File: config.mk
export PLATFORM = sky130hd
export DESIGN_NAME = rtc_config_access
export DESIGN_NICKNAME = d
export VERILOG_FILES = /design/src/rtl/rtc_pkg.sv /design/src/rtl/rtc_time_if.sv /design/src/rtl/rtc_time_keeper.sv /design/src/rtl/rtc_clock_pin.sv /design/src/rtl/rtc_config_access.sv
export VERILOG_INCLUDE_DIRS = /design/src /design/src/rtl
export SDC_FILE = /design/constraint.sdc
export NUM_CORES = 1
export LEC_CHECK = 0
export BUFFER_PORTS_ARGS = -buffer_cell sky130_fd_sc_hd__buf_4
export CAP_MARGIN = 20
export CORE_MARGIN = 8
export CORE_UTILIZATION = 43
export DETAILED_ROUTE_END_ITERATION = 8
export SLEW_MARGIN = 20
export SYNTH_ARGS = -nofsm -noshare
export SYNTH_HDL_FRONTEND = slang
export SYNTH_HIERARCHICAL = 1
export SYNTH_SLANG_ARGS = --single-unit
File: constraint.sdc
create_clock -name clk_sys -period 5.1 [get_ports clk_sys]
set_clock_uncertainty 0.1 [all_clocks]
set_input_delay 1.53 -clock clk_sys [delete_from_list [all_inputs] [get_ports clk_sys]]
set_output_delay 1.53 -clock clk_sys [all_outputs]
set_load 0.05 [all_outputs]
File: src/rtl/rtc_params.svh
`ifndef RTC_PARAMS_SVH
`define RTC_PARAMS_SVH
`define RTC_OFS_CFG   4'h0
`define RTC_OFS_PAD   4'h4
`define RTC_OFS_VAL   4'h8
`define RTC_EN_BIT    15
`define RTC_WREN_BIT  13
`define RTC_SYNC_BIT  12
`define RTC_HALF_BIT  11
`define RTC_OE_BIT    10
`define RTC_PTR_HI    9
`define RTC_PTR_LO    8
`define RTC_CAL_HI    7
`define RTC_SEL_BIT   1
`define RTC_PMP_BIT   0
`define RTC_PTR_MINUTES_SECONDS_FIELD 2'h0
`define RTC_PTR_RSVD   2'h3
`define RTC_PTR_STEP   2'h1
`define RTC_SEC_MAX   8'h3B
`define RTC_MIN_MAX   8'h3B
`define RTC_HOUR_MAX  8'h17
`define RTC_WDAY_MAX  8'h06
`define RTC_DAY_MAX   8'h1F
`define RTC_DAY_MIN   8'h01
`define RTC_MON_MAX   8'h0C
`define RTC_MON_MIN   8'h01
`define RTC_FIELD_ONE 8'h01
`define RTC_CLK_HZ    64'd25000000
`define RTC_SECOND_MS 64'd1000
`define RTC_MS_PER_S  64'd1000
`define RTC_SECOND_CYCLES (`RTC_CLK_HZ * `RTC_SECOND_MS / `RTC_MS_PER_S)
`define RTC_SYNC_LEAD 32'd32
`endif

File: src/rtl/rtc_pkg.sv
`default_nettype none
package rtc_pkg;
   typedef enum logic {BUS_WAIT, BUS_DONE} bus_state_t;
   typedef logic [1:0] win_ptr_t;
endpackage
`default_nettype wire

File: src/rtl/rtc_time_if.sv
`default_nettype none
interface rtc_time_if;
   logic       run;
   logic [1:0] sel;
   logic       wrHi;
   logic       wrLo;
   logic [7:0] wrDataHi;
   logic [7:0] wrDataLo;
   logic [7:0] rdHi;
   logic [7:0] rdLo;
   logic       half_second_flag;
   logic       nearRoll;
   modport ctrl (output run, sel, wrHi, wrLo, wrDataHi, wrDataLo,
                 input rdHi, rdLo, half_second_flag, nearRoll);
   modport keeper (input run, sel, wrHi, wrLo, wrDataHi, wrDataLo,
                   output rdHi, rdLo, half_second_flag, nearRoll);
endinterface
`default_nettype wire

File: src/rtl/rtc_time_keeper.sv
`include "rtc_params.svh"
`default_nettype none
module rtc_time_keeper
   import rtc_pkg::*;
#(
   parameter int unsigned SECOND_CYCLES = 32'(`RTC_SECOND_CYCLES)
) (
   input wire logic   clk_sys,
   input wire logic   reset_n,
   rtc_time_if.keeper tif
);
   logic [31:0] pre;
   logic [7:0]  sec, min, hour, wday, day, mon;
   logic        tick;

   assign tick = tif.run && (pre == SECOND_CYCLES - 32'd1);
   assign tif.half_second_flag = (pre >= SECOND_CYCLES / 32'd2);
   assign tif.nearRoll = tif.run && (pre >= SECOND_CYCLES - `RTC_SYNC_LEAD);

   // Writing the seconds byte restarts the second, so the half flag drops.
   always_ff @(posedge clk_sys) begin
      if (!reset_n || (tif.wrLo && tif.sel == `RTC_PTR_MINUTES_SECONDS_FIELD)) begin //RULE_05
         pre <= '0;
      end else if (tick) begin
         pre <= '0;
      end else if (tif.run) begin //RULE_11
         pre <= pre + 32'd1;
      end
   end

   // A write in the same cycle as a tick wins; that tick is dropped.
   always_ff @(posedge clk_sys) begin
      if (!reset_n) begin
         {sec, min, hour, wday} <= '0;
         day <= `RTC_DAY_MIN;
         mon <= `RTC_MON_MIN;
      end else if (tif.wrHi || tif.wrLo) begin //RULE_12
         if (tif.wrHi) begin
            if (tif.sel == 2'h0) min <= tif.wrDataHi;
            if (tif.sel == 2'h1) wday <= tif.wrDataHi;
            if (tif.sel == 2'h2) mon <= tif.wrDataHi;
         end
         if (tif.wrLo) begin
            if (tif.sel == 2'h0) sec <= tif.wrDataLo;
            if (tif.sel == 2'h1) hour <= tif.wrDataLo;
            if (tif.sel == 2'h2) day <= tif.wrDataLo;
         end
      end else if (tick) begin //RULE_11
         sec <= (sec == `RTC_SEC_MAX) ? '0 : sec + `RTC_FIELD_ONE;
         if (sec == `RTC_SEC_MAX) begin
            min <= (min == `RTC_MIN_MAX) ? '0 : min + `RTC_FIELD_ONE;
            if (min == `RTC_MIN_MAX) begin
               hour <= (hour == `RTC_HOUR_MAX) ? '0 : hour + `RTC_FIELD_ONE;
               if (hour == `RTC_HOUR_MAX) begin
                  wday <= (wday == `RTC_WDAY_MAX) ? '0 : wday + `RTC_FIELD_ONE;
                  day <= (day == `RTC_DAY_MAX) ? `RTC_DAY_MIN : day + `RTC_FIELD_ONE;
                  if (day == `RTC_DAY_MAX) begin
                     mon <= (mon == `RTC_MON_MAX) ? `RTC_MON_MIN : mon + `RTC_FIELD_ONE;
                  end
               end
            end
         end
      end
   end

   always_comb begin //RULE_08
      tif.rdHi = '0;
      tif.rdLo = '0;
      if (tif.sel == 2'h0) begin
         tif.rdHi = min;
         tif.rdLo = sec;
      end else if (tif.sel == 2'h1) begin
         tif.rdHi = wday;
         tif.rdLo = hour;
      end else if (tif.sel == 2'h2) begin
         tif.rdHi = mon;
         tif.rdLo = day;
      end
   end
endmodule
`default_nettype wire

File: src/rtl/rtc_clock_pin.sv
`default_nettype none
module rtc_clock_pin (
   input wire logic  clk_sys,
   input wire logic  reset_n,
   input wire logic  enable,
   input wire logic  selSeconds,
   input wire logic  secClock,
   input wire logic  alarmAsync,
   output var logic  pinOut,
   output var logic  pinOe_n
);
   logic alarmMeta, alarmSync;

   always_ff @(posedge clk_sys) begin
      alarmMeta <= reset_n ? alarmAsync : 1'b0;
      alarmSync <= reset_n ? alarmMeta : 1'b0;
   end

   always_ff @(posedge clk_sys) begin
      if (!reset_n) begin
         pinOut  <= 1'b0;
         pinOe_n <= 1'b1;
      end else begin
         pinOe_n <= !enable; //RULE_06
         pinOut  <= enable ? (selSeconds ? secClock : alarmSync) : 1'b0; //RULE_09 RULE_10
      end
   end
endmodule
`default_nettype wire

File: src/rtl/rtc_config_access.sv
// Operation
// (RULE_01) Enable bit and value writes need write-enable.
// (RULE_02) Sync flag set while rollover may ripple.
// (RULE_03) Software reads twice while sync set.
// (RULE_04) Half-second flag high in second half.
// (RULE_05) Writing seconds byte clears half-second flag.
// (RULE_06) Output-enable bit drives the clock pin.
// (RULE_07) Window pointer decrements per value access, floors 00.
// (RULE_08) Pointer selects time field pair at value register.
// (RULE_09) Select bit picks seconds clock or alarm.
// (RULE_10) Pin driven only with output-enable set.
// (RULE_11) Time advances only while clock enable set.
// (RULE_12) Value writes land in pointed fields first.
`include "rtc_params.svh"
`default_nettype none
module rtc_config_access
   import rtc_pkg::*;
#(
   parameter int unsigned SECOND_CYCLES = 32'(`RTC_SECOND_CYCLES)
) (
   input wire logic         clk_sys,
   input wire logic         reset_n,
   input wire logic [3:0]   avs_address,
   input wire logic         avs_read,
   input wire logic         avs_write,
   input wire logic [31:0]  avs_writedata,
   input wire logic [3:0]   avs_byteenable,
   output var logic [31:0]  avs_readdata,
   output var logic         avs_waitrequest,
   input wire logic         alarmPulse,
   output var logic         clockOut,
   output var logic         clockOutOe_n
);
   bus_state_t busState;
   win_ptr_t   ptr;
   logic       enable;
   logic       wren;
   logic       outEnable;
   logic [7:0] cal;
   logic       srcSel;
   logic       pmpBuf;
   logic       request;
   logic       accept;
   logic       hitCfg;
   logic       hitPad;
   logic       hitVal;
   logic       wrCfg;
   logic       wrPad;
   logic       valAccess;
   logic       valOpen;
   logic [15:0] cfgWord;
   logic [15:0] padWord;
   logic [15:0] valWord;
   logic [31:0] next_readdata;

   rtc_time_if tif ();

   assign request = avs_read || avs_write;
   assign accept = (busState == BUS_DONE) && request;
   assign hitCfg = (avs_address == `RTC_OFS_CFG);
   assign hitPad = (avs_address == `RTC_OFS_PAD);
   assign hitVal = (avs_address == `RTC_OFS_VAL);
   assign wrCfg = accept && avs_write && hitCfg;
   assign wrPad = accept && avs_write && hitPad;
   assign valAccess = accept && hitVal;

   // Every access gets one wait state; the reply lands on the second edge.
   always_ff @(posedge clk_sys) begin
      if (!reset_n) begin
         busState <= BUS_WAIT;
         avs_waitrequest <= 1'b1;
      end else begin
         unique case (busState)
            BUS_WAIT: begin
               if (request) begin
                  busState <= BUS_DONE;
                  avs_waitrequest <= 1'b0;
               end
            end
            BUS_DONE: begin
               busState <= BUS_WAIT;
               avs_waitrequest <= 1'b1;
            end
         endcase
      end
   end

   // The old write-enable gates the enable bit, so one write cannot unlock
   // and flip the clock at once.
   always_ff @(posedge clk_sys) begin
      if (!reset_n) begin
         enable <= 1'b0;
      end else if (wrCfg && avs_byteenable[1] && wren) begin //RULE_01
         enable <= avs_writedata[`RTC_EN_BIT];
      end
   end

   always_ff @(posedge clk_sys) begin
      if (!reset_n) begin
         wren <= 1'b0;
         outEnable <= 1'b0;
      end else if (wrCfg && avs_byteenable[1]) begin
         wren <= avs_writedata[`RTC_WREN_BIT];
         outEnable <= avs_writedata[`RTC_OE_BIT]; //RULE_06
      end
   end

   always_ff @(posedge clk_sys) begin
      if (!reset_n) begin
         cal <= '0;
      end else if (wrCfg && avs_byteenable[0]) begin
         cal <= avs_writedata[`RTC_CAL_HI:0];
      end
   end

   // A direct pointer write takes the place of the access decrement.
   always_ff @(posedge clk_sys) begin
      if (!reset_n) begin
         ptr <= `RTC_PTR_MINUTES_SECONDS_FIELD;
      end else if (wrCfg && avs_byteenable[1]) begin
         ptr <= avs_writedata[`RTC_PTR_HI:`RTC_PTR_LO];
      end else if (valAccess && ptr != `RTC_PTR_MINUTES_SECONDS_FIELD) begin //RULE_07
         ptr <= ptr - `RTC_PTR_STEP;
      end
   end

   always_ff @(posedge clk_sys) begin
      if (!reset_n) begin
         srcSel <= 1'b0;
         pmpBuf <= 1'b0;
      end else if (wrPad && avs_byteenable[0]) begin
         srcSel <= avs_writedata[`RTC_SEL_BIT]; //RULE_09
         pmpBuf <= avs_writedata[`RTC_PMP_BIT];
      end
   end

   // The reserved pointer value is a dead window: no field is written there.
   assign valOpen = valAccess && avs_write && wren && (ptr != `RTC_PTR_RSVD); //RULE_01
   assign tif.wrHi = valOpen && avs_byteenable[1]; //RULE_12
   assign tif.wrLo = valOpen && avs_byteenable[0]; //RULE_12
   assign tif.wrDataHi = avs_writedata[15:8];
   assign tif.wrDataLo = avs_writedata[7:0];
   assign tif.sel = ptr; //RULE_08
   assign tif.run = enable; //RULE_11

   always_comb begin
      cfgWord = '0;
      cfgWord[`RTC_EN_BIT] = enable;
      cfgWord[`RTC_WREN_BIT] = wren;
      cfgWord[`RTC_SYNC_BIT] = tif.nearRoll; //RULE_02
      cfgWord[`RTC_HALF_BIT] = tif.half_second_flag; //RULE_04
      cfgWord[`RTC_OE_BIT] = outEnable;
      cfgWord[`RTC_PTR_HI:`RTC_PTR_LO] = ptr;
      cfgWord[`RTC_CAL_HI:0] = cal;
   end

   always_comb begin
      padWord = '0;
      padWord[`RTC_SEL_BIT] = srcSel;
      padWord[`RTC_PMP_BIT] = pmpBuf;
   end

   assign valWord = {tif.rdHi, tif.rdLo}; //RULE_08

   // Unmapped addresses read as zero and swallow writes.
   always_comb begin
      next_readdata = '0;
      if (hitCfg) begin
         next_readdata[15:0] = cfgWord;
      end else if (hitPad) begin
         next_readdata[15:0] = padWord;
      end else if (hitVal) begin
         next_readdata[15:0] = valWord;
      end
   end

   // Read data is caught one edge before release and holds for the bench.
   always_ff @(posedge clk_sys) begin
      if (!reset_n) begin
         avs_readdata <= '0;
      end else if (busState == BUS_WAIT && avs_read) begin
         avs_readdata <= next_readdata;
      end
   end

   rtc_time_keeper #(
      .SECOND_CYCLES (SECOND_CYCLES)
   ) u_keeper (
      .clk_sys (clk_sys),
      .reset_n (reset_n),
      .tif     (tif.keeper)
   );

   rtc_clock_pin u_pin (
      .clk_sys    (clk_sys),
      .reset_n    (reset_n),
      .enable     (outEnable),
      .selSeconds (srcSel),
      .secClock   (tif.half_second_flag),
      .alarmAsync (alarmPulse),
      .pinOut     (clockOut),
      .pinOe_n    (clockOutOe_n)
   );
endmodule
`default_nettype wire

==> reports/qor.yml <==
first_pass_iters: 6
setup_viol: 0
postRouteAntennaNets: 0
drt_iter0_drc: 710
grt_setup_unrepaired: "false"
worst-r2r-cell-count: 6
synth_area_per_cell_um2: 7.82
drc: 0
cts-hold-fix-buffers: 0
final_area_um2: 8030
crit_slowest_cell: "a211oi_1"
ys_top_cells_by_area: "dfxtp_1, nand2_1, nor2_1"
synth.distinct_cells: 75
drv_slew: 0
io_buffers: 45
worst_pin_slew_ns: 0.988
arrival_ns: 4.25
final_nets: 986
setup_slack_ns: 1.07
grtUsageTotal_pct: 21.1
globalplace.congestion: 0.896
vias_per_cell: 6.00
cts_setup_buffers: 0
post_dp_cell_area_um2: 7440
crit-reg2reg-capture: "u_keeper/wday[7]"
async_flop_share_pct: 0
synth_simple_gate_area_share_pct: 27.8
seq_area_frac_synth_pct: 33.1
critPathMaxStageDelay_ns: 0.58
hold_viol: 0
area_growth_pct: 13.4
cp-end-kind: "flip-flop"
max_slew_margin_pct: 33.5
dp_hpwl_um: 15100
cp_max_fo: 7
yosysWarnings: 6
grt_pass1_wl_um: 34500
antenna_found_initial: 0
place_worst_setup_slack_ns: 0.641
synth_area_um2: 7080
wl_per_cell_um: 18.7
critPathLaunchType: "input pin"
ios: 80
grt_remaining_overflow: 0
dieHeight_um: 144
fillers: 1667
dieArea_um2: 20800
ys_ff_latch: 117
synth_fa_ha_area_share_pct: 2.12
final_common_cell: "dfxtp_1"
grt_pass1_vias: 6191
synth_top_area_share_pct: 33.1
start_util_pct: 43.3
cts_inserted_buffers: 17
path_cells: "buf_4 -> nor4b_2 -> nand3b_1 -> nor2_1 -> inv_1 -> o31a_1 -> a211oi_1 -> nand2_1 -> o32ai_1"
cts_resized: 0
drive_gt1_share_pct: 13.0
ir_worst_vdd_mv: 0.218
cts_tree: "built"
leakagePower_uw: 0.00268
core_um2: 16300
grt_max_degree: 63
critPathKind: "input pin to flip-flop"
drt-total-wl_um: 21700
h-tree-depth: 4
cts-root-buf: "clkbuf_16"
cp-endpoint: "u_keeper/min[7]"
timing.critical_path.from: "avs_address[1]"
max_freq_ghz: 0.248
rows: 47
fin_util_pct: 49.1
rrSetupSlack_ns: 1.69
layout_common_cells: "dfxtp_1, nand2_1, nor2_1"
worstPathRequired_ns: 5.32
dr_total_vias: 6971
yosysTopAreaCell: "dfxtp_1"
synth_edf_count: 0
die_x_um: 144
clock_latency_ns: 0.42
synth_xor_area_share_pct: 3.84
antenna_cells: 0
reg2reg_from: "u_keeper/sec[0]"
synth_compound_area_share_pct: 23.2
numClockSinks: 117
hold_ws_ns: 0.332
pwr_density_cell_nw_per_um2: 284
clkTransAtPathRegs_ns: 0.06
synth_flop_cell: "dfxtp_1"
cap_violations: 0
cts_buffer_depth: 2
hold_path_class: "flip-flop to flip-flop"
tns_ns: 0
synthCells: 905
period_share_pct: 79.0
synth_top_family_by_area: "simple AND/OR/NAND/NOR gates"
min_period_ns: 4.03
status: "completed"
muxShareOfSynthArea_pct: 2.85
logic make-up (layout without fill, tap and decap cells):
logic type,after synthesis,in the layout
buffers and inverters,91,113
AND/OR/NAND/NOR,387,387
adder cells (fa/ha/maj),12,12
AO/OA/AOI/OAI,246,246
other,1,16
multiplexers,20,20
flip-flops,117,117
XOR/XNOR,31,31
synth_stat cells (9+ instances only):
master and number:
a221oi_1 14, and2_1 9, mux2i_1 19, xnor2_1 19, a211oi_1 13, buf_4 18, xor2_1 12, o21ai_0 56
ha_1 12, nand4_1 27, inv_1 20, a21oi_1 48, dfxtp_1 117, nand3_1 44, nor4_1 12, nand2b_1 10
nand2_1 111, nor3_1 35, clkbuf_1 39, o22ai_1 23, nor2_1 75, o21ai_1 13, and3_1 14, o31ai_1 21
sequential cells by signal, summed over array words and instances (netlist names), 2 cells and up:
register / count
avs_readdata: 16
cal: 8
ptr: 2
u_keeper/day: 8
u_keeper/hour: 8
u_keeper/min: 8
u_keeper/mon: 8
u_keeper/pre: 32
u_keeper/sec: 8
u_keeper/wday: 8
routing by layer:
layer	share of wire, %	global-route usage [%]	wire (µm)
met1	46	30.4	10000
met2	44	30.6	9520
met3	8.2	4.23	1770
met4	2.1	6.63	450
met5	0	0	0
cell type report:
class,instances,area [µm²],area share (%)
multi-input cells,712,4300,53.5
flip-flops and latches,117,2340,29.2
clock buffers,21,460,5.73
repair buffers,60,450,5.61
well taps,220,275,3.43
clock inverters,11,125,1.56
inverters,21,78.8,0.982
worst min path at each step:
stage / start / end / slack [ns] / cells past startpoint
6_report: u_pin/alarmMeta / u_pin/alarmSync / 0.33 / 1
5_1_grt: u_pin/alarmMeta / u_pin/alarmSync / 0.35 / 1
4_1_cts: u_pin/alarmMeta / u_pin/alarmSync / 0.33 / 1
3_5_place_dp: u_pin/alarmMeta / u_pin/alarmSync / 0.32 / 1
3_3_place_gp: u_pin/alarmMeta / u_pin/alarmSync / 0.31 / 1
2_1_floorplan: outEnable / u_pin/pinOe_n / 0.30 / 1
through the flow:
| step | instances | total power [µW] |
|---|---|---|
| final | 1162 | 2280 |
| after global routing | 1162 | 2350 |
| after CTS | 1162 | 2300 |
| after detailed placement | 1130 | 1100 |
| after global placement | 1130 | 1100 |
| after floorplan | 920 | 1060 |
where the power goes:
group | switching, µW | internal, µW
clock network | 456 | 746
logic | 112 | 39.8
registers | 5.59 | 924
critical path: cells and delay by family:
kind            cells  cell delay, ns
simple gates        4            1.24
compound gates      3            1.08
buf+inv             2            0.39
No activity file was read; power rests on OpenSTA's default activity.
